### src/include/gdi_defines.vh
`ifndef GDI_DEFINES_VH
`define GDI_DEFINES_VH
// Register byte addresses.
`define GDI_ADDR_CFG 12'h1e0
`define GDI_ADDR_DATA_DIR 12'h1e4
`define GDI_ADDR_STS_EN 12'h1e8
`define GDI_ADDR_CHIP_STS 12'h058
`define GDI_ADDR_CHIP_EN 12'h05c
// Field positions.
`define GDI_LO_LSB 0
`define GDI_HI_LSB 16
`define GDI_CHIP_GPIO_BIT 12
// Reset values.
`define GDI_RST6 6'h00
// AXI responses.
`define GDI_RESP_OKAY 2'b00
`define GDI_RESP_SLVERR 2'b10
// Least level time for a pin interrupt, in ns, and the clock period in ns.
`define GDI_LEVEL_NS 40
`define GDI_CLK_NS 100
`endif

### src/design/gdi_gpio.v
// Contract
// - Six direction bits reset to zero; 0 means input, 1 means output.
// - Output pins drive the last written data bit.
// - Data read returns the sampled level for input pins.
// - Data read returns the stored value for output pins.
// - Six status bits reset to zero; writing 1 clears, 0 does nothing.
// - Six per-pin enable bits reset to zero gate status into summary.
// - Status bits set on their condition regardless of enables.
// - Enabled status bits are ORed into the chip GPIO event bit.
// - Interrupt pin asserts only with GPIO event and top enable set.
// - Interrupt levels must persist beyond 40 ns to be recognised; the code acts on one 100 ns sample, so levels under 100 ns can be missed.
// - Trigger condition comes from the separate configuration register.
// - Polarity 0 triggers on low level, 1 triggers on high level.
// - Open-drain outputs drive low for 0 and float for 1.
// - GPIO event appears read-only as bit 12 of chip status.
//
// Added by the designer: register access over AXI4-Lite.
`include "gdi_defines.vh"
module gdi_gpio
#(
    parameter NPINS = 6
)
(
    input wire clk,
    input wire reset_n,
    input wire [11:0] s_axi_awaddr,
    input wire s_axi_awvalid,
    output reg s_axi_awready,
    input wire [31:0] s_axi_wdata,
    input wire [3:0] s_axi_wstrb,
    input wire s_axi_wvalid,
    output reg s_axi_wready,
    output reg [1:0] s_axi_bresp,
    output reg s_axi_bvalid,
    input wire s_axi_bready,
    input wire [11:0] s_axi_araddr,
    input wire s_axi_arvalid,
    output reg s_axi_arready,
    output reg [31:0] s_axi_rdata,
    output reg [1:0] s_axi_rresp,
    output reg s_axi_rvalid,
    input wire s_axi_rready,
    input wire [NPINS-1:0] gpio_in,
    output reg [NPINS-1:0] gpio_out,
    output reg [NPINS-1:0] gpio_oe,
    output reg irq_q
);
    // Cycles a level must be held; a longest-style bound rounded so 40 ns gives one cycle.
    localparam LEVEL_CYC_RAW = `GDI_LEVEL_NS / `GDI_CLK_NS;
    localparam LEVEL_CYC = (LEVEL_CYC_RAW < 1) ? 1 : LEVEL_CYC_RAW;

    reg [NPINS-1:0] pin_direction_bits_q;
    reg [NPINS-1:0] pin_data_bits_q;
    reg [NPINS-1:0] pin_trigger_polarity_q;
    reg [NPINS-1:0] pin_buffer_type_q;
    reg [NPINS-1:0] int_status_q;
    reg [NPINS-1:0] int_enable_q;
    reg chip_gpio_en_q;
    reg [1:0] sync_fill_q;
    reg [NPINS-1:0] hit_q;
    reg [NPINS-1:0] hit_d;
    wire [NPINS-1:0] pin_sync;
    wire [NPINS-1:0] trig_level;
    wire gpio_event;
    reg [11:0] awaddr_q;
    reg aw_have_q;
    reg [31:0] wdata_q;
    reg [3:0] wstrb_q;
    reg w_have_q;
    wire do_write;
    wire do_read;
    reg [31:0] rdata_d;
    reg rresp_bad_d;
    reg wr_bad_d;
    reg [NPINS-1:0] clr_d;
    integer i;

    // Every pin is resynchronised before readback or level detection.
    genvar g;
    generate
        for (g = 0; g < NPINS; g = g + 1)
        begin : g_sync
            gdi_sync u_sync
            (
                .clk(clk),
                .reset_n(reset_n),
                .d(gpio_in[g]),
                .q(pin_sync[g])
            );
        end
    endgenerate

    // Active level per pin from the polarity field of the configuration register.
    assign trig_level = ~(pin_sync ^ pin_trigger_polarity_q);

    // The level must be seen in one sample, or in two consecutive ones if LEVEL_CYC exceeds 1; one 100 ns sample
    // already exceeds 40 ns, so a glitch shorter than a sample can be missed.
    // The synchronisers come out of reset at zero, which looks like a low level.
    // Without this gate a low-trigger pin would set its status right after reset.
    always @*
    begin
        hit_d = trig_level & {NPINS{sync_fill_q[1]}};
        if (LEVEL_CYC > 1)
        begin
            hit_d = trig_level & hit_q & {NPINS{sync_fill_q[1]}};
        end
    end

    always @(posedge clk or negedge reset_n)
    begin
        if (!reset_n)
        begin
            hit_q <= `GDI_RST6;
            sync_fill_q <= 2'b00;
        end
        else
        begin
            hit_q <= trig_level;
            sync_fill_q <= {sync_fill_q[0], 1'b1};
        end
    end

    // Summary event: status bits gated by their per-pin enables.
    assign gpio_event = |(int_status_q & int_enable_q);

    // Handshake: a write fires once both address and data are held.
    assign do_write = aw_have_q && w_have_q && !s_axi_bvalid;
    assign do_read = s_axi_arvalid && s_axi_arready;

    // Write channel capture; address and data may arrive in either order.
    always @(posedge clk or negedge reset_n)
    begin
        if (!reset_n)
        begin
            s_axi_awready <= 1'b1;
            s_axi_wready <= 1'b1;
            aw_have_q <= 1'b0;
            w_have_q <= 1'b0;
            awaddr_q <= 12'h000;
            wdata_q <= 32'h0000_0000;
            wstrb_q <= 4'h0;
            s_axi_bvalid <= 1'b0;
            s_axi_bresp <= `GDI_RESP_OKAY;
        end
        else
        begin
            if (s_axi_awvalid && s_axi_awready)
            begin
                awaddr_q <= s_axi_awaddr;
                aw_have_q <= 1'b1;
                s_axi_awready <= 1'b0;
            end
            if (s_axi_wvalid && s_axi_wready)
            begin
                wdata_q <= s_axi_wdata;
                wstrb_q <= s_axi_wstrb;
                w_have_q <= 1'b1;
                s_axi_wready <= 1'b0;
            end
            if (do_write)
            begin
                s_axi_bvalid <= 1'b1;
                s_axi_bresp <= wr_bad_d ? `GDI_RESP_SLVERR : `GDI_RESP_OKAY;
                aw_have_q <= 1'b0;
                w_have_q <= 1'b0;
            end
            if (s_axi_bvalid && s_axi_bready)
            begin
                s_axi_bvalid <= 1'b0;
                s_axi_awready <= 1'b1;
                s_axi_wready <= 1'b1;
            end
        end
    end

    // Unmapped addresses answer with an error and change nothing.
    always @*
    begin
        wr_bad_d = 1'b1;
        if (awaddr_q == `GDI_ADDR_CFG)
        begin
            wr_bad_d = 1'b0;
        end
        else if (awaddr_q == `GDI_ADDR_DATA_DIR)
        begin
            wr_bad_d = 1'b0;
        end
        else if (awaddr_q == `GDI_ADDR_STS_EN)
        begin
            wr_bad_d = 1'b0;
        end
        else if (awaddr_q == `GDI_ADDR_CHIP_STS)
        begin
            wr_bad_d = 1'b0;
        end
        else if (awaddr_q == `GDI_ADDR_CHIP_EN)
        begin
            wr_bad_d = 1'b0;
        end
    end

    // Status clear mask from a write of ones to the low status field.
    always @*
    begin
        clr_d = `GDI_RST6;
        if (do_write && (awaddr_q == `GDI_ADDR_STS_EN) && wstrb_q[0])
        begin
            clr_d = wdata_q[`GDI_LO_LSB +: NPINS];
        end
    end

    // Configuration, data, direction and enable registers.
    always @(posedge clk or negedge reset_n)
    begin
        if (!reset_n)
        begin
            pin_direction_bits_q <= `GDI_RST6;
            pin_data_bits_q <= `GDI_RST6;
            pin_trigger_polarity_q <= `GDI_RST6;
            pin_buffer_type_q <= `GDI_RST6;
            int_enable_q <= `GDI_RST6;
            chip_gpio_en_q <= 1'b0;
        end
        else if (do_write)
        begin
            if (awaddr_q == `GDI_ADDR_CFG)
            begin
                if (wstrb_q[0])
                    pin_buffer_type_q <= wdata_q[`GDI_LO_LSB +: NPINS];
                if (wstrb_q[2])
                    pin_trigger_polarity_q <= wdata_q[`GDI_HI_LSB +: NPINS];
            end
            else if (awaddr_q == `GDI_ADDR_DATA_DIR)
            begin
                if (wstrb_q[0])
                    pin_data_bits_q <= wdata_q[`GDI_LO_LSB +: NPINS];
                if (wstrb_q[2])
                    pin_direction_bits_q <= wdata_q[`GDI_HI_LSB +: NPINS];
            end
            else if (awaddr_q == `GDI_ADDR_STS_EN)
            begin
                if (wstrb_q[2])
                    int_enable_q <= wdata_q[`GDI_HI_LSB +: NPINS];
            end
            else if (awaddr_q == `GDI_ADDR_CHIP_EN)
            begin
                if (wstrb_q[1])
                    chip_gpio_en_q <= wdata_q[`GDI_CHIP_GPIO_BIT];
            end
        end
    end

    // Status bits: a present level wins over a same-cycle clear, so no event
    // is lost; a level that is still active simply sets the bit again.
    always @(posedge clk or negedge reset_n)
    begin
        if (!reset_n)
        begin
            int_status_q <= `GDI_RST6;
        end
        else
        begin
            int_status_q <= (int_status_q & ~clr_d) | hit_d;
        end
    end

    // Pin drivers; open-drain releases the pin for a one.
    always @(posedge clk or negedge reset_n)
    begin
        if (!reset_n)
        begin
            gpio_out <= `GDI_RST6;
            gpio_oe <= `GDI_RST6;
        end
        else
        begin
            for (i = 0; i < NPINS; i = i + 1)
            begin
                if (pin_buffer_type_q[i])
                begin
                    gpio_out[i] <= pin_data_bits_q[i];
                    gpio_oe[i] <= pin_direction_bits_q[i];
                end
                else
                begin
                    gpio_out[i] <= 1'b0;
                    gpio_oe[i] <= pin_direction_bits_q[i] & ~pin_data_bits_q[i];
                end
            end
        end
    end

    // Interrupt output: summary event gated by the chip-level enable.
    always @(posedge clk or negedge reset_n)
    begin
        if (!reset_n)
        begin
            irq_q <= 1'b0;
        end
        else
        begin
            irq_q <= gpio_event & chip_gpio_en_q;
        end
    end

    // Read data mux.
    always @*
    begin
        rdata_d = 32'h0000_0000;
        rresp_bad_d = 1'b0;
        if (s_axi_araddr == `GDI_ADDR_CFG)
        begin
            rdata_d[`GDI_LO_LSB +: NPINS] = pin_buffer_type_q;
            rdata_d[`GDI_HI_LSB +: NPINS] = pin_trigger_polarity_q;
        end
        else if (s_axi_araddr == `GDI_ADDR_DATA_DIR)
        begin
            rdata_d[`GDI_LO_LSB +: NPINS] = (pin_direction_bits_q & pin_data_bits_q)
                | (~pin_direction_bits_q & pin_sync);
            rdata_d[`GDI_HI_LSB +: NPINS] = pin_direction_bits_q;
        end
        else if (s_axi_araddr == `GDI_ADDR_STS_EN)
        begin
            rdata_d[`GDI_LO_LSB +: NPINS] = int_status_q;
            rdata_d[`GDI_HI_LSB +: NPINS] = int_enable_q;
        end
        else if (s_axi_araddr == `GDI_ADDR_CHIP_STS)
        begin
            rdata_d[`GDI_CHIP_GPIO_BIT] = gpio_event;
        end
        else if (s_axi_araddr == `GDI_ADDR_CHIP_EN)
        begin
            rdata_d[`GDI_CHIP_GPIO_BIT] = chip_gpio_en_q;
        end
        else
        begin
            rresp_bad_d = 1'b1;
        end
    end

    // Read channel: one read in flight, answered the cycle after acceptance.
    always @(posedge clk or negedge reset_n)
    begin
        if (!reset_n)
        begin
            s_axi_arready <= 1'b1;
            s_axi_rvalid <= 1'b0;
            s_axi_rdata <= 32'h0000_0000;
            s_axi_rresp <= `GDI_RESP_OKAY;
        end
        else
        begin
            if (do_read)
            begin
                s_axi_arready <= 1'b0;
                s_axi_rvalid <= 1'b1;
                s_axi_rdata <= rdata_d;
                s_axi_rresp <= rresp_bad_d ? `GDI_RESP_SLVERR : `GDI_RESP_OKAY;
            end
            else if (s_axi_rvalid && s_axi_rready)
            begin
                s_axi_rvalid <= 1'b0;
                s_axi_arready <= 1'b1;
            end
        end
    end
endmodule // gdi_gpio

### src/design/gdi_sync.v
// Two-flop synchroniser for one pin; only the second stage is read outside.
module gdi_sync
(
    input wire clk,
    input wire reset_n,
    input wire d,
    output reg q
);
    reg meta_q;

    // First stage feeds only the second stage.
    always @(posedge clk or negedge reset_n)
    begin
        if (!reset_n)
        begin
            meta_q <= 1'b0;
            q <= 1'b0;
        end
        else
        begin
            meta_q <= d;
            q <= meta_q;
        end
    end
endmodule // gdi_sync

### config.mk
export PLATFORM = sky130hd
export DESIGN_NAME = gdi_gpio
export DESIGN_NICKNAME = d
export VERILOG_FILES = /design/src/design/gdi_gpio.v /design/src/design/gdi_sync.v
export VERILOG_INCLUDE_DIRS = /design/src /design/src/include
export SDC_FILE = /design/constraint.sdc
export NUM_CORES = 1
export LEC_CHECK = 0
export BUFFER_PORTS_ARGS = -buffer_cell sky130_fd_sc_hd__buf_2
export CELL_PAD_IN_SITES_DETAIL_PLACEMENT = 0
export CELL_PAD_IN_SITES_GLOBAL_PLACEMENT = 1
export CORE_MARGIN = 2
export CORE_UTILIZATION = 45
export DETAILED_ROUTE_END_ITERATION = 8
export PLACE_DENSITY = 0.95
export SLEW_MARGIN = 20
export SYNTH_ARGS = -nofsm -noshare
export SYNTH_HDL_FRONTEND = slang
export SYNTH_HIERARCHICAL = 1
export SYNTH_SLANG_ARGS = --single-unit
### constraint.sdc
create_clock -name clk -period 3.5 [get_ports clk]
set_clock_uncertainty 0.1 [all_clocks]
set_input_delay 0.175 -clock clk [delete_from_list [all_inputs] [get_ports clk]]
set_output_delay 0.175 -clock clk [all_outputs]
set_load 0.05 [all_outputs]
* Yosys cells after proc, flatten, opt, wreduce, memory -nomap -nowiden
Cells that the tools add are included.
** Word-level totals
- Input bits :: 73
- Output and inout bits :: 54
- Flip-flop bits (word level) :: 125
- Word-level logic and storage cells :: 146
** Operators by class
- Bitwise gates (word level) :: 27
- Eq/ne operators :: 10
- Mux-type cells :: 50
- Reduce and logical (&&, ||, !) cells :: 23
** Operators by type and width (count)
- $eq 12x9->1 const B :: 6
- $eq 12x7->1 const B :: 4
- $mux 6 :: 7
- $mux 1 :: 41
- $and 6x6->6 :: 5
- $not 6->6 :: 3
- $or 6x6->6 :: 2
- $reduce_bool 2->1 :: 6
- $logic_and 1x1->1 :: 9
- $not 1->1 :: 9
- $reduce_and 4->1 :: 2
- $and 1x1->1 :: 7
- $reduce_and 3->1 :: 2
- $reduce_and 6->1 :: 1
- $reduce_or 6->1 :: 1
- $xor 6x6->6 :: 1
- $reduce_and 5->1 :: 1
- $mux 2 :: 2
- $logic_not 1->1 :: 1

* Logic depth before layout (Yosys ltp)
Gate-level depths: netlist (run 1).
- Word-level depth :: 8
- Mapped depth :: 5
- Depth with buffers taken out :: 4

* By module
Netlist (run 1), hierarchy kept.
** Modules (own cells, without submodules)
- gdi_gpio :: area an instance 4464.3 um^2, cells each 353, instances 1, sequential area each 2556.2 um^2
- gdi_sync :: area an instance 50.0 um^2, cells each 2, instances 6, sequential area each 50.0 um^2

* Worst setup path before layout (run 1)
No wires, ideal clock.
- Path kind :: register to register
- Start :: register awaddr_q[1]
- End :: register pin_direction_bits_q[0]
- Period minus slack after synthesis :: 2135 ps
- Buffers on the path :: 1
- Required time :: 3275 ps
- Setup slack :: 1365 ps
- Setup time :: 125 ps
- Arrival :: 1911 ps
- Stages on the path, launching flop included :: 6
- Path through :: dfrtp_1 -> or4b_4 -> nor4_2 -> and4_1 -> buf_2 -> mux2_2
** Between the ends
- Longest elaborated chain between the ends :: 3
- Elaborated cells on any way between the ends :: 4
- Classes of those cells :: eq/ne: 2; bitwise: 1; reduce/logical: 1
** Ends and longest elaborated chain
- start: declaration :: line gdi_gpio.v:65 : reg [11:0] awaddr_q;
- start signal: assignment :: line gdi_gpio.v:149 : awaddr_q <= s_axi_awaddr;
- $eq 12x9->1 (no source line)
- $not 1->1 (no source line)
- $reduce_and 4->1 (no source line) *
- end signal: assignment :: line gdi_gpio.v:217 : pin_direction_bits_q <= `GDI_RST6;
- end signal: assignment :: line gdi_gpio.v:238 : pin_direction_bits_q <= wdata_q[`GDI_HI_LSB +: NPINS];
- end: declaration :: line gdi_gpio.v:52 : reg [NPINS-1:0] pin_direction_bits_q;
Mark *: on every way between the ends. The rest lies on a longest branch, timed or not.
A chain may end at the register's enable or synchronous reset.

* Worst setup path after layout (run 1)
- Start :: input port s_axi_araddr[8]
- End :: register s_axi_rdata[12]
** Between the ends
- Longest elaborated chain between the ends :: 6
- Elaborated cells on any way between the ends :: 10
- Classes of those cells :: eq/ne: 5; mux: 5
** Ends and longest elaborated chain
- start: declaration :: line gdi_gpio.v:36 : input wire [11:0] s_axi_araddr,
- $eq 12x7->1 (no source line)
- $mux 1 :: line gdi_gpio.v:331 : else if (s_axi_araddr == `GDI_ADDR_CHIP_EN)
- $mux 1 :: line gdi_gpio.v:327 : else if (s_axi_araddr == `GDI_ADDR_CHIP_STS)
- $mux 1 :: line gdi_gpio.v:322 : else if (s_axi_araddr == `GDI_ADDR_STS_EN)
- $mux 1 :: line gdi_gpio.v:316 : else if (s_axi_araddr == `GDI_ADDR_DATA_DIR)
- $mux 1 * :: line gdi_gpio.v:311 : if (s_axi_araddr == `GDI_ADDR_CFG)
- end signal: assignment :: line gdi_gpio.v:357 : s_axi_rdata <= rdata_d;
- end: declaration :: line gdi_gpio.v:39 : output reg [31:0] s_axi_rdata,
Marks and branches as above.

==> out/qor.yml, run 1 <==
layout_min_cycle_time_ns: 2.879
critPathMaxFanout: 2
synthTopCellsByArea: "dfrtp_1 58%, mux2_2 15%, buf_4 3.3%, mux2i_1 1.9%, dfstp_2 1.7%"
synth-main-ff-cell: "dfrtp_1"
cap_viol_max_count: 0
stdcell_count: 661
route.detailed.drc: 0
num_vias: 3349
wirelength_mm: 10.64
dp_cells: 579
portBuffers: 85
ir_drop_uv: 362.9
clk_pin_slew_ns: 0.05
ys_seq_area_frac: 0.5995
finalCritPeriodShare: 0.8224
path_cells: "dlygate4sd3_1, buf_2, nor4b_1, dlygate4sd3_1, nand3_1, dlygate4sd3_1, o31ai_1, dlygate4sd3_1"
routabilityCongestion: 0.8243
arrival_ns: 3.23
min_path_type: "in2async"
synthCells: 365
die_area_um2: 11430
grt_max_degree: 56
grt_overflow: 0
synth_edf_count: 0
clock_latency_ns: 0.52
start_util: 0.4615
hold_violations: 0
dieHeight_um: 106.9
relSlewSlack: 0.3469
critPathCaptureType: "flip-flop"
synth_cell_types: 40
vias_per_cell: 5.067
die_w_um: 106.9
tns_ns: 0
htree_levels: 4
synth_seq_cells: 114
wire_per_inst_um: 16.09
grt_pass1_wl_mm: 17.31
fin_area_um2: 6342
path_class: "in2reg"
biggestRegsByFlops: "s_axi_rdata (13), wdata_q (13), awaddr_q (12)"
nets: 585
yosys.area.top_type: "dfrtp_1"
tritoncts: "done"
outcome: "completed"
core_um2: 10320
p_per_area_nw_per_um2: 630.0
crit_required_ns: 3.85
ys_async_sr_fraction: 1.000
syn-cell-area_um2: 4765
numCtsBuffers: 17
antenna_left: 0
drive_above_1_share: 0.3657
cp_slowest_cell: "dlygate4sd3_1"
ys.warnings.count: 6
slew_viol_final: 0
nFillCells: 792
cts_root_buf: "clkbuf_8"
cts_max_path_buffers: 2
leakage_nw: 3.012
critical_path.max_stage_delay_ns: 0.59
crit_path_frequent_cell: "dlygate4sd3_1"
fmax_ghz: 0.3474
yosysTopAreaCellShare: 0.5830
post_dp_cell_area_um2: 5266
finalSetupViolCount: 0
grt_pass1_vias: 3420
first_pass_iters: 4
placement_rows: 37
n_antenna_cell: 0
syn_to_final_growth_pct: 33.11
antenna_found_initial: 0
worst_pin_slew_ns: 0.9707
critPathLaunchType: "input pin"
drt_iter0_drc: 187
grt_usage: 0.2021
hpwl_mm: 7.094
pin_count: 127
cts_sinks: 114
rsz0062_at_grt: "no"
avgSynthCellArea_um2: 13.05
Yosys cell counts (all sizes together), types with 3 or more instances:
cell,number
dfrtp,111
mux2,65
buf,25
nand2,20
a21oi,14
nand3,13
inv,12
nor2,11
mux2i,9
o21ai,9
a21boi,8
o31ai,8
and2,7
a22o,6
xnor2,6
a221o,5
clkbuf,5
a22oi,4
nor4,4
dfstp,3
nand4b,3
layout by cell type, fill, tap and decap left out, types with 8 or more instances in the layout:
| master | Yosys | routed |
|---|---|---|
| o31ai_1 | 8 | 8 |
| dfrtp_1 | 111 | 111 |
| nor2_1 | 11 | 11 |
| mux2i_1 | 9 | 9 |
| dlygate4sd3_1 | 0 | 50 |
| nand2_1 | 19 | 19 |
| nand3_1 | 12 | 12 |
| a21oi_1 | 14 | 14 |
| a21boi_0 | 8 | 8 |
| buf_2 | 2 | 84 |
| clkbuf_16 | 0 | 16 |
| o21ai_0 | 9 | 9 |
| inv_1 | 12 | 12 |
| mux2_2 | 65 | 65 |
| conb_1 | 2 | 22 |
cell families after synthesis:
logic type / synth area share
simple gates: 0.08640
xor+xnor: 0.01103
flops: 0.5995
compound gates: 0.07878
buf+inv: 0.05016
other cells: 0.001576
mux: 0.1725
what timing repair did:
| item | 4_1_cts | 5_1_grt |
|---|---|---|
| setup buffers | 0 | 0 |
| endpoints found under the hold margin | 94 | 0 |
| hold buffers | 50 | 0 |
| resized for setup | 0 | 0 |
layout make-up:
cell class / instances / area (µm²) / area share
clock buffers: 20 / 435.4 / 0.06865
clock inverters: 12 / 140.1 / 0.02210
inverters: 12 / 45.04 / 0.007102
multi-input cells: 229 / 1744 / 0.2750
flip-flops and latches: 114 / 2856 / 0.4504
well taps: 136 / 170.2 / 0.02683
repair buffers: 138 / 950.9 / 0.1499
through the flow:
| stage | total power, mW | hold slack, ns | utilization | setup WS, ns |
|---|---|---|---|---|
| 5_1_grt | 4.179 | 0.1376 | 0.6144 | 0.5357 |
| 3_3_place_gp | 2.259 | 0.1510 | 0.5101 | 1.047 |
| 4_1_cts | 4.018 | 0.1052 | 0.6144 | 0.7249 |
| 6_report | 3.996 | 0.1404 | 0.6144 | 0.6215 |
| 2_1_floorplan | 2.124 | -0.2206 | - | 1.365 |
| 3_5_place_dp | 2.297 | 0.1549 | 0.5101 | 0.9824 |
power breakdown:
part | total [mW] | internal (mW) | switching (mW)
Combinational | 0.592 | 0.281 | 0.311
Clock | 1.66 | 1.09 | 0.573
Sequential | 1.74 | 1.54 | 0.203
Total | 4.00 | 2.91 | 1.09
worst max-delay path: cells and delay by family:
| kind | cells | cell delay, ns |
|---|---|---|
| and+or+nand+nor | 2 | 0.40 |
| AOI/OAI and AO/OA | 1 | 0.23 |
| buffers and inverters | 5 | 2.43 |
final timing paths:
| path | start | to | slack (ns) | cells after the start |
|---|---|---|---|---|
| worst max-delay path | s_axi_araddr[8] | s_axi_rdata[12] | 0.62 | 8 |
| worst min-delay path | reset_n | gpio_out[1] | 0.14 | 2 |
| worst max register to register | awaddr_q[1] | pin_data_bits_q[0] | 0.96 | 4 |
| worst min register to register | g_sync[3].u_sync/meta_q | g_sync[3].u_sync/q | 0.25 | 0 |
| max in group asynchronous | reset_n | s_axi_awready | 2.26 | 3 |
| min in group clk | s_axi_araddr[3] | s_axi_rdata[2] | 0.14 | 4 |
layer usage:
| metal | vias to the layer above | track usage | part of all wire |
|---|---|---|---|
| met2 | 108 | 0.3312 | 0.50 |
| met1 | 1667 | 0.2549 | 0.43 |
| met5 | - | 0 | 0 |
| met4 | 0 | 0.07792 | 0.020 |
| li1 | 1554 | - | - |
| met3 | 20 | 0.05775 | 0.048 |
No activity file was read; power rests on OpenSTA's default activity.
==> inputs of run 2 (changes only) <==
--- a/config.mk
+++ b/config.mk
@@ -6,13 +6,14 @@
 export SDC_FILE = /design/constraint.sdc
 export NUM_CORES = 1
 export LEC_CHECK = 0
+export ABC_AREA = 1
 export BUFFER_PORTS_ARGS = -buffer_cell sky130_fd_sc_hd__buf_2
 export CELL_PAD_IN_SITES_DETAIL_PLACEMENT = 0
 export CELL_PAD_IN_SITES_GLOBAL_PLACEMENT = 1
 export CORE_MARGIN = 2
-export CORE_UTILIZATION = 45
+export CORE_UTILIZATION = 40
 export DETAILED_ROUTE_END_ITERATION = 8
-export PLACE_DENSITY = 0.95
+export PLACE_DENSITY = 0.92
 export SLEW_MARGIN = 20
 export SYNTH_ARGS = -nofsm -noshare
 export SYNTH_HDL_FRONTEND = slang
==> constraint.sdc (replaced) <==
create_clock -name clk -period 2.75 [get_ports clk]
set_clock_uncertainty 0.1 [all_clocks]
set_input_delay 0.1375 -clock clk [delete_from_list [all_inputs] [get_ports clk]]
set_output_delay 0.1375 -clock clk [all_outputs]
set_load 0.05 [all_outputs]
==> out/qor.yml, run 2 <==
ys_seq_area_frac: 0.5425  # was 0.5995
route.detailed.drc: 0  # unchanged
wirelength_mm: 11.60  # was 10.64 mm
leakage_nw: 3.450  # was 3.012 nW
ys.warnings.count: 6  # unchanged
grt_pass1_vias: 4249  # was 3420
grt_max_degree: 69  # was 56
post_cts_buffers: 0  # unchanged
wire_per_inst_um: 12.72  # was 16.09 µm
syn-cell-area_um2: 5265  # was 4765 µm²
synth.top_cells.by_count: "180 x nand2_1, 111 x dfrtp_1, 60 x inv_1"  # was 111 x dfrtp_1, 65 x mux2_2, 21 x buf_4
finalSetupViolCount: 0  # unchanged
numCtsBuffers: 17  # unchanged
worst_pin_slew_ns: 0.8784  # was 0.9707 ns
avgSynthCellArea_um2: 8.760  # was 13.05 µm²
tns_ns: 0  # unchanged
ys_async_sr_fraction: 1.000  # unchanged
setup_ws_ns: 0.8989  # was 0.6215 ns
rsz0062_at_grt: "no"  # unchanged
timing.hold.ws_ns: 0.01857  # was 0.1404 ns
syn_to_final_growth_pct: 28.35  # was 33.11%
core_um2: 12720  # was 10320 µm²
yosysMostFrequentCell: "nand2_1"  # was dfrtp_1
portBuffers: 85  # unchanged
cap_viol_max_count: 0  # unchanged
mostFrequentLayoutCells: "180 x nand2_1, 111 x dfrtp_1, 84 x buf_2"  # was 111 x dfrtp_1, 84 x buf_2, 65 x mux2_2
place_worst_setup_slack_ns: 0.8765  # was 0.9824 ns
synth_seq_cells: 114  # unchanged
fmax_ghz: 0.5402
cts_sinks: 114  # unchanged
clk_pin_slew_ns: 0.05  # about the same
min_path_type: "in2reg"  # was in2async
crit_path_start: "awaddr_q[11]"  # was s_axi_araddr[8]
clock_latency_ns: 0.41  # was 0.52 ns
vias_per_cell: 4.746  # was 5.067
crit_required_ns: 2.93  # was 3.85 ns
outcome: "completed"  # unchanged
synth-main-ff-cell: "dfrtp_1"  # unchanged
reg2reg_from: "awaddr_q[11]"  # was awaddr_q[1]
critPathMaxFanout: 12  # was 2
antenna_left: 0  # unchanged
finalCritPeriodShare: 0.6731
biggestRegsByFlops: "s_axi_rdata (13), wdata_q (13), awaddr_q (12)"  # unchanged
slew_viol_final: 0  # unchanged
final_common_cell: "nand2_1"  # was dfrtp_1
stdcell_count: 912  # was 661
yosysTopAreaCellShare: 0.5276  # was 0.5830
num_vias: 4328  # was 3349
ir_drop_uv: 457.7  # was 362.9 µV
relSlewSlack: 0.4122  # was 0.3469
cts_resized: 0  # unchanged
path_class: "reg2reg"  # was in2reg
p_per_area_nw_per_um2: 818.2  # was 630.0 nW/µm²
hpwl_mm: 8.197  # was 7.094 mm
htree_levels: 4  # unchanged
hp-start: "s_axi_araddr[0]"
hold_violations: 0  # unchanged
antenna_found_initial: 0  # unchanged
layout_min_cycle_time_ns: 1.851
post_dp_cell_area_um2: 5710  # was 5266 µm²
grt_pass1_wl_mm: 19.91  # was 17.31 mm
synth_cell_types: 26  # was 40
power_mw: 5.529  # was 3.996 mW
critPathLaunchType: "flip-flop"  # was input pin
synthCells: 601  # was 365
first_pass_iters: 7  # was 4
grt_overflow: 0  # unchanged
dp_cells: 839  # was 579
grt_usage: 0.1761  # was 0.2021
tritoncts: "done"  # unchanged
start_util: 0.4138  # was 0.4615
dieHeight_um: 118.7  # was 106.9 µm
cts_max_path_buffers: 2  # unchanged
die_w_um: 118.7  # was 106.9 µm
synthTopCellsByArea: "dfrtp_1 53%, nand2_1 13%, inv_1 4.3%, nand3_1 4.0%, o21ai_2 4.0%"  # was dfrtp_1 58%, mux2_2 15%, buf_4 3.3%, mux2i_1 1.9%, dfstp_2 1.7%
routabilityCongestion: 0.8296  # was 0.8243
critPathCaptureType: "flip-flop"  # unchanged
fin_area_um2: 6758  # was 6342 µm²
yosys.area.top_type: "dfrtp_1"  # unchanged
arrival_ns: 2.04  # was 3.23 ns
cts_root_buf: "clkbuf_16"  # was clkbuf_8
placement_rows: 41  # was 37
n_antenna_cell: 0  # unchanged
post-route-util: 0.5312  # was 0.6144
synth_edf_count: 0  # unchanged
pin_count: 127  # unchanged
die_area_um2: 14100  # was 11430 µm²
drive_above_1_share: 0.2378  # was 0.3657
drt_iter0_drc: 322  # was 187
nets: 800  # was 585
run 2: final timing paths:
kind,endpoint,cells after the start,slack (ns)
max,pin_data_bits_q[4],6,0.90
min,s_axi_rresp[1],5,0.02
max reg2reg,pin_data_bits_q[4],6,0.90
min reg2reg,g_sync[1].u_sync/q,0,0.25
max in group asynchronous,s_axi_arready,3,1.57
min in group asynchronous,awaddr_q[10],2,0.18
run 2: final cells by class:
cell class                      count  area [µm²]
Multi-Input combinational cell    397        1928
Clock buffer                       19       452.9
Tap cell                          172       215.2
Timing Repair Buffer              127       858.3
Inverter                           70       262.8
Clock inverter                     13       183.9
Sequential cell                   114        2856
Fill cell                        1201        5964
run 2: repair_timing:
item	in CTS	in global routing
hold buffers	41	0
endpoints found under the hold margin	85	0
setup endpoints to repair	0	0
run 2: critical path, cell delays in order (launching register included):
cell,delay (ns)
dfrtp_1,0.40
nor2_2,0.16
inv_2,0.09
nor3_2,0.21
nand3_1,0.46
nand2_1,0.24
o21ai_2,0.07
run 2: where the power goes:
part	switching [mW]	internal (mW)	leakage [nW]
clock	0.759	1.56	0.305
sequential	0.169	1.96	1.46
combinational	0.783	0.297	1.68
total	1.71	3.82	3.45
run 2: cells by family after synthesis:
logic type / synth area share
flip-flops: 0.5425
buffers and inverters: 0.1055
AO/OA/AOI/OAI: 0.09220
other: 0.001426
AND/OR/NAND/NOR: 0.2583
run 2: per-layer routing:
metal	share of wire	wire length (µm)	track usage
met1	0.45	5235	0.2282
met2	0.47	5481	0.2777
met3	0.051	597	0.04440
met4	0.025	288	0.08036
met5	0	0	0
==> inputs of run 3 (changes only) <==
==> constraint.sdc (replaced) <==
create_clock -name clk -period 1.95 [get_ports clk]
set_clock_uncertainty 0.1 [all_clocks]
set_input_delay 0.0975 -clock clk [delete_from_list [all_inputs] [get_ports clk]]
set_output_delay 0.0975 -clock clk [all_outputs]
set_load 0.05 [all_outputs]
==> out/qor.yml, run 3 (synthesis gave the netlist of run 2 again) <==
rsz0062_at_grt: "no"  # unchanged
grt_pass1_wl_mm: 20.00  # was 19.91 mm
critPathMaxFanout: 12  # unchanged
post_dp_cell_area_um2: 5771  # was 5710 µm²
n_antenna_cell: 0  # unchanged
first_pass_iters: 6  # was 7
top_layer_used: "met4"  # unchanged
clk_pin_slew_ns: 0.06  # was 0.05 ns
grt_usage: 0.1779  # was 0.1761
crit_path_frequent_cell: "nand2_1"
p_comb_frac: 0.203  # was 0.195
routabilityCongestion: 0.8399  # was 0.8296
vias_per_cell: 4.692  # was 4.746
p_int_mw: 5.125  # was 3.819 mW
antenna_left: 0  # unchanged
fin_area_um2: 6798  # was 6758 µm²
mostFrequentLayoutCells: "180 x nand2_1, 111 x dfrtp_1, 84 x buf_2"  # unchanged
post_cts_buffers: 0  # unchanged
cts_sinks: 114  # unchanged
finalCritPeriodShare: 0.8760  # was 0.6731
dieHeight_um: 118.7  # unchanged
drive_above_1_share: 0.2453  # was 0.2378
setup_ws_ns: 0.2418  # was 0.8989 ns
drt_iter0_drc: 312  # was 322
ir_drop_uv: 794.7  # was 457.7 µV
die_area_um2: 14100  # unchanged
leakage_nw: 3.481  # was 3.450 nW
placement_rows: 41  # unchanged
cts_max_path_buffers: 2  # unchanged
cts_resized: 0  # unchanged
wl_met1_mm: 5.204  # was 5.235 mm
die_w_um: 118.7  # unchanged
antenna_found_initial: 0  # unchanged
place_worst_setup_slack_ns: 0.2629  # was 0.8765 ns
clock_latency_ns: 0.41  # about the same
portBuffers: 85  # unchanged
crit_required_ns: 2.13  # was 2.93 ns
cp_slowest_cell: "dfrtp_1"  # was nand3_1
critPathLaunchType: "flip-flop"  # unchanged
wl_met2_mm: 5.498  # was 5.481 mm
hold_violations: 0  # unchanged
crit_family: "simple AND/OR/NAND/NOR gates"  # unchanged
start_util: 0.4138  # unchanged
critical_path.max_stage_delay_ns: 0.39  # was 0.46 ns
critPathBufInv: 1  # unchanged
core_um2: 12720  # unchanged
layout_min_cycle_time_ns: 1.708  # was 1.851 ns
grt_overflow: 0  # unchanged
critPathCaptureType: "flip-flop"  # unchanged
dr_wl_met3_um: 601  # was 597 µm
outcome: "completed"  # unchanged
route.detailed.drc: 0  # unchanged
final_common_cell: "nand2_1"  # unchanged
tns_ns: 0  # unchanged
path_class: "reg2reg"  # unchanged
min_path_type: "in2reg"  # unchanged
path_cells: "nor2_2, nand3_1, nor2_1, nand2_1, inv_1, nand2_1, nand2_1, o21ai_2"  # was nor2_2, inv_2, nor3_2, nand3_1, nand2_1, o21ai_2
worst_pin_slew_ns: 0.6243  # was 0.8784 ns
wire_per_inst_um: 12.53  # was 12.72 µm
p_seq_frac: 0.392  # was 0.385
pin_count: 127  # unchanged
grt_pass1_vias: 4317  # was 4249
fmax_ghz: 0.5854  # was 0.5402 GHz
biggestRegsByFlops: "s_axi_rdata (13), wdata_q (13), awaddr_q (12)"  # unchanged
pwr-share-clk: 0.404  # was 0.419
numCtsBuffers: 17  # unchanged
htree_levels: 4  # unchanged
syn_to_final_growth_pct: 29.11  # was 28.35%
grt_max_degree: 115  # was 69
slew_viol_final: 0  # unchanged
nets: 810  # was 800
power_mw: 7.636  # was 5.529 mW
arrival_ns: 1.89  # was 2.04 ns
tritoncts: "done"  # unchanged
hold_buffers: 43  # was 41
cts_root_buf: "clkbuf_16"  # unchanged
hpwl_mm: 8.132  # was 8.197 mm
relSlewSlack: 0.5834  # was 0.4122
p_per_area_nw_per_um2: 1123  # was 818.2 nW/µm²
num_vias: 4326  # was 4328
wirelength_mm: 11.55  # was 11.60 mm
power_switching_mw: 2.511  # was 1.710 mW
finalSetupViolCount: 0  # unchanged
cap_viol_max_count: 0  # unchanged
netSwitchingFraction: 0.3288  # was 0.3093
-- run 3: cell types whose count changed in the layout (fill, tap and decap cells not counted), sizes merged --
cell | before | now
clkinv | 7 | 4
dlygate4sd3 | 41 | 43
bufinv | 4 | 2
clkbuf | 19 | 17
inv | 69 | 77
buf | 86 | 94
clkinvlp | 3 | 2
-- run 3: path summary, 6_finish.rpt --
path / start / cells past startpoint / end / slack [ns]
max in group asynchronous: reset_n / 3 / irq_q / 1.09
setup / recovery: awaddr_q[1] / 8 / pin_buffer_type_q[5] / 0.24
hold / removal: s_axi_araddr[8] / 5 / s_axi_rdata[12] / 0.02
hold reg to reg: g_sync[1].u_sync/meta_q / 0 / g_sync[1].u_sync/q / 0.25
min in group asynchronous: reset_n / 3 / s_axi_bresp[1] / 0.21
setup reg to reg: awaddr_q[1] / 8 / pin_buffer_type_q[5] / 0.24
-- run 3: per-stage QoR --
stage / std cells / hold WS [ns] / util
after detailed placement: 847 / 0.1085 / 0.4536
final: 922 / 0.02481 / 0.5343
after CTS: 922 / 0.01588 / 0.5343
after global routing: 922 / 0.03556 / 0.5343
after floorplan: 621 / -0.2981 / -
after global placement: 847 / 0.1084 / 0.4536
-- run 3: final cells by class --
class / count / area (µm²)
multi-input combinational: 397 / 1928
fill: 1186 / 5924
clock buffer: 17 / 425.4
sequential: 114 / 2856
inverter: 70 / 262.8
timing repair buffer: 137 / 938.4
tap: 172 / 215.2
clock inverter: 15 / 171.4
-- run 3: power by group through the flow --
stage               clock [mW]  sequential, mW  combinational [mW]
floorplan                    0            3.21               0.925
global placement             0            3.01                1.44
CTS                       3.14            3.00                1.57
detailed placement           0            3.03                1.48
finish                    3.09            3.00                1.55
global route              3.28            3.05                1.75
-- run 3: worst reg2reg max path: cells and delay by family, from the launching register on --
| kind | cells | cell delay, ns |
|---|---|---|
| AND/OR/NAND/NOR | 6 | 0.94 |
| AO/OA/AOI/OAI | 1 | 0.07 |
| flip-flops | 1 | 0.39 |
| buffers and inverters | 1 | 0.08 |
-- run 3: per-layer routing --
metal	GRT usage	up-vias
met3	0.04151	19
met2	0.2830	139
met5	0	-
met1	0.2309	2020
met4	0.08036	0
li1	-	2148
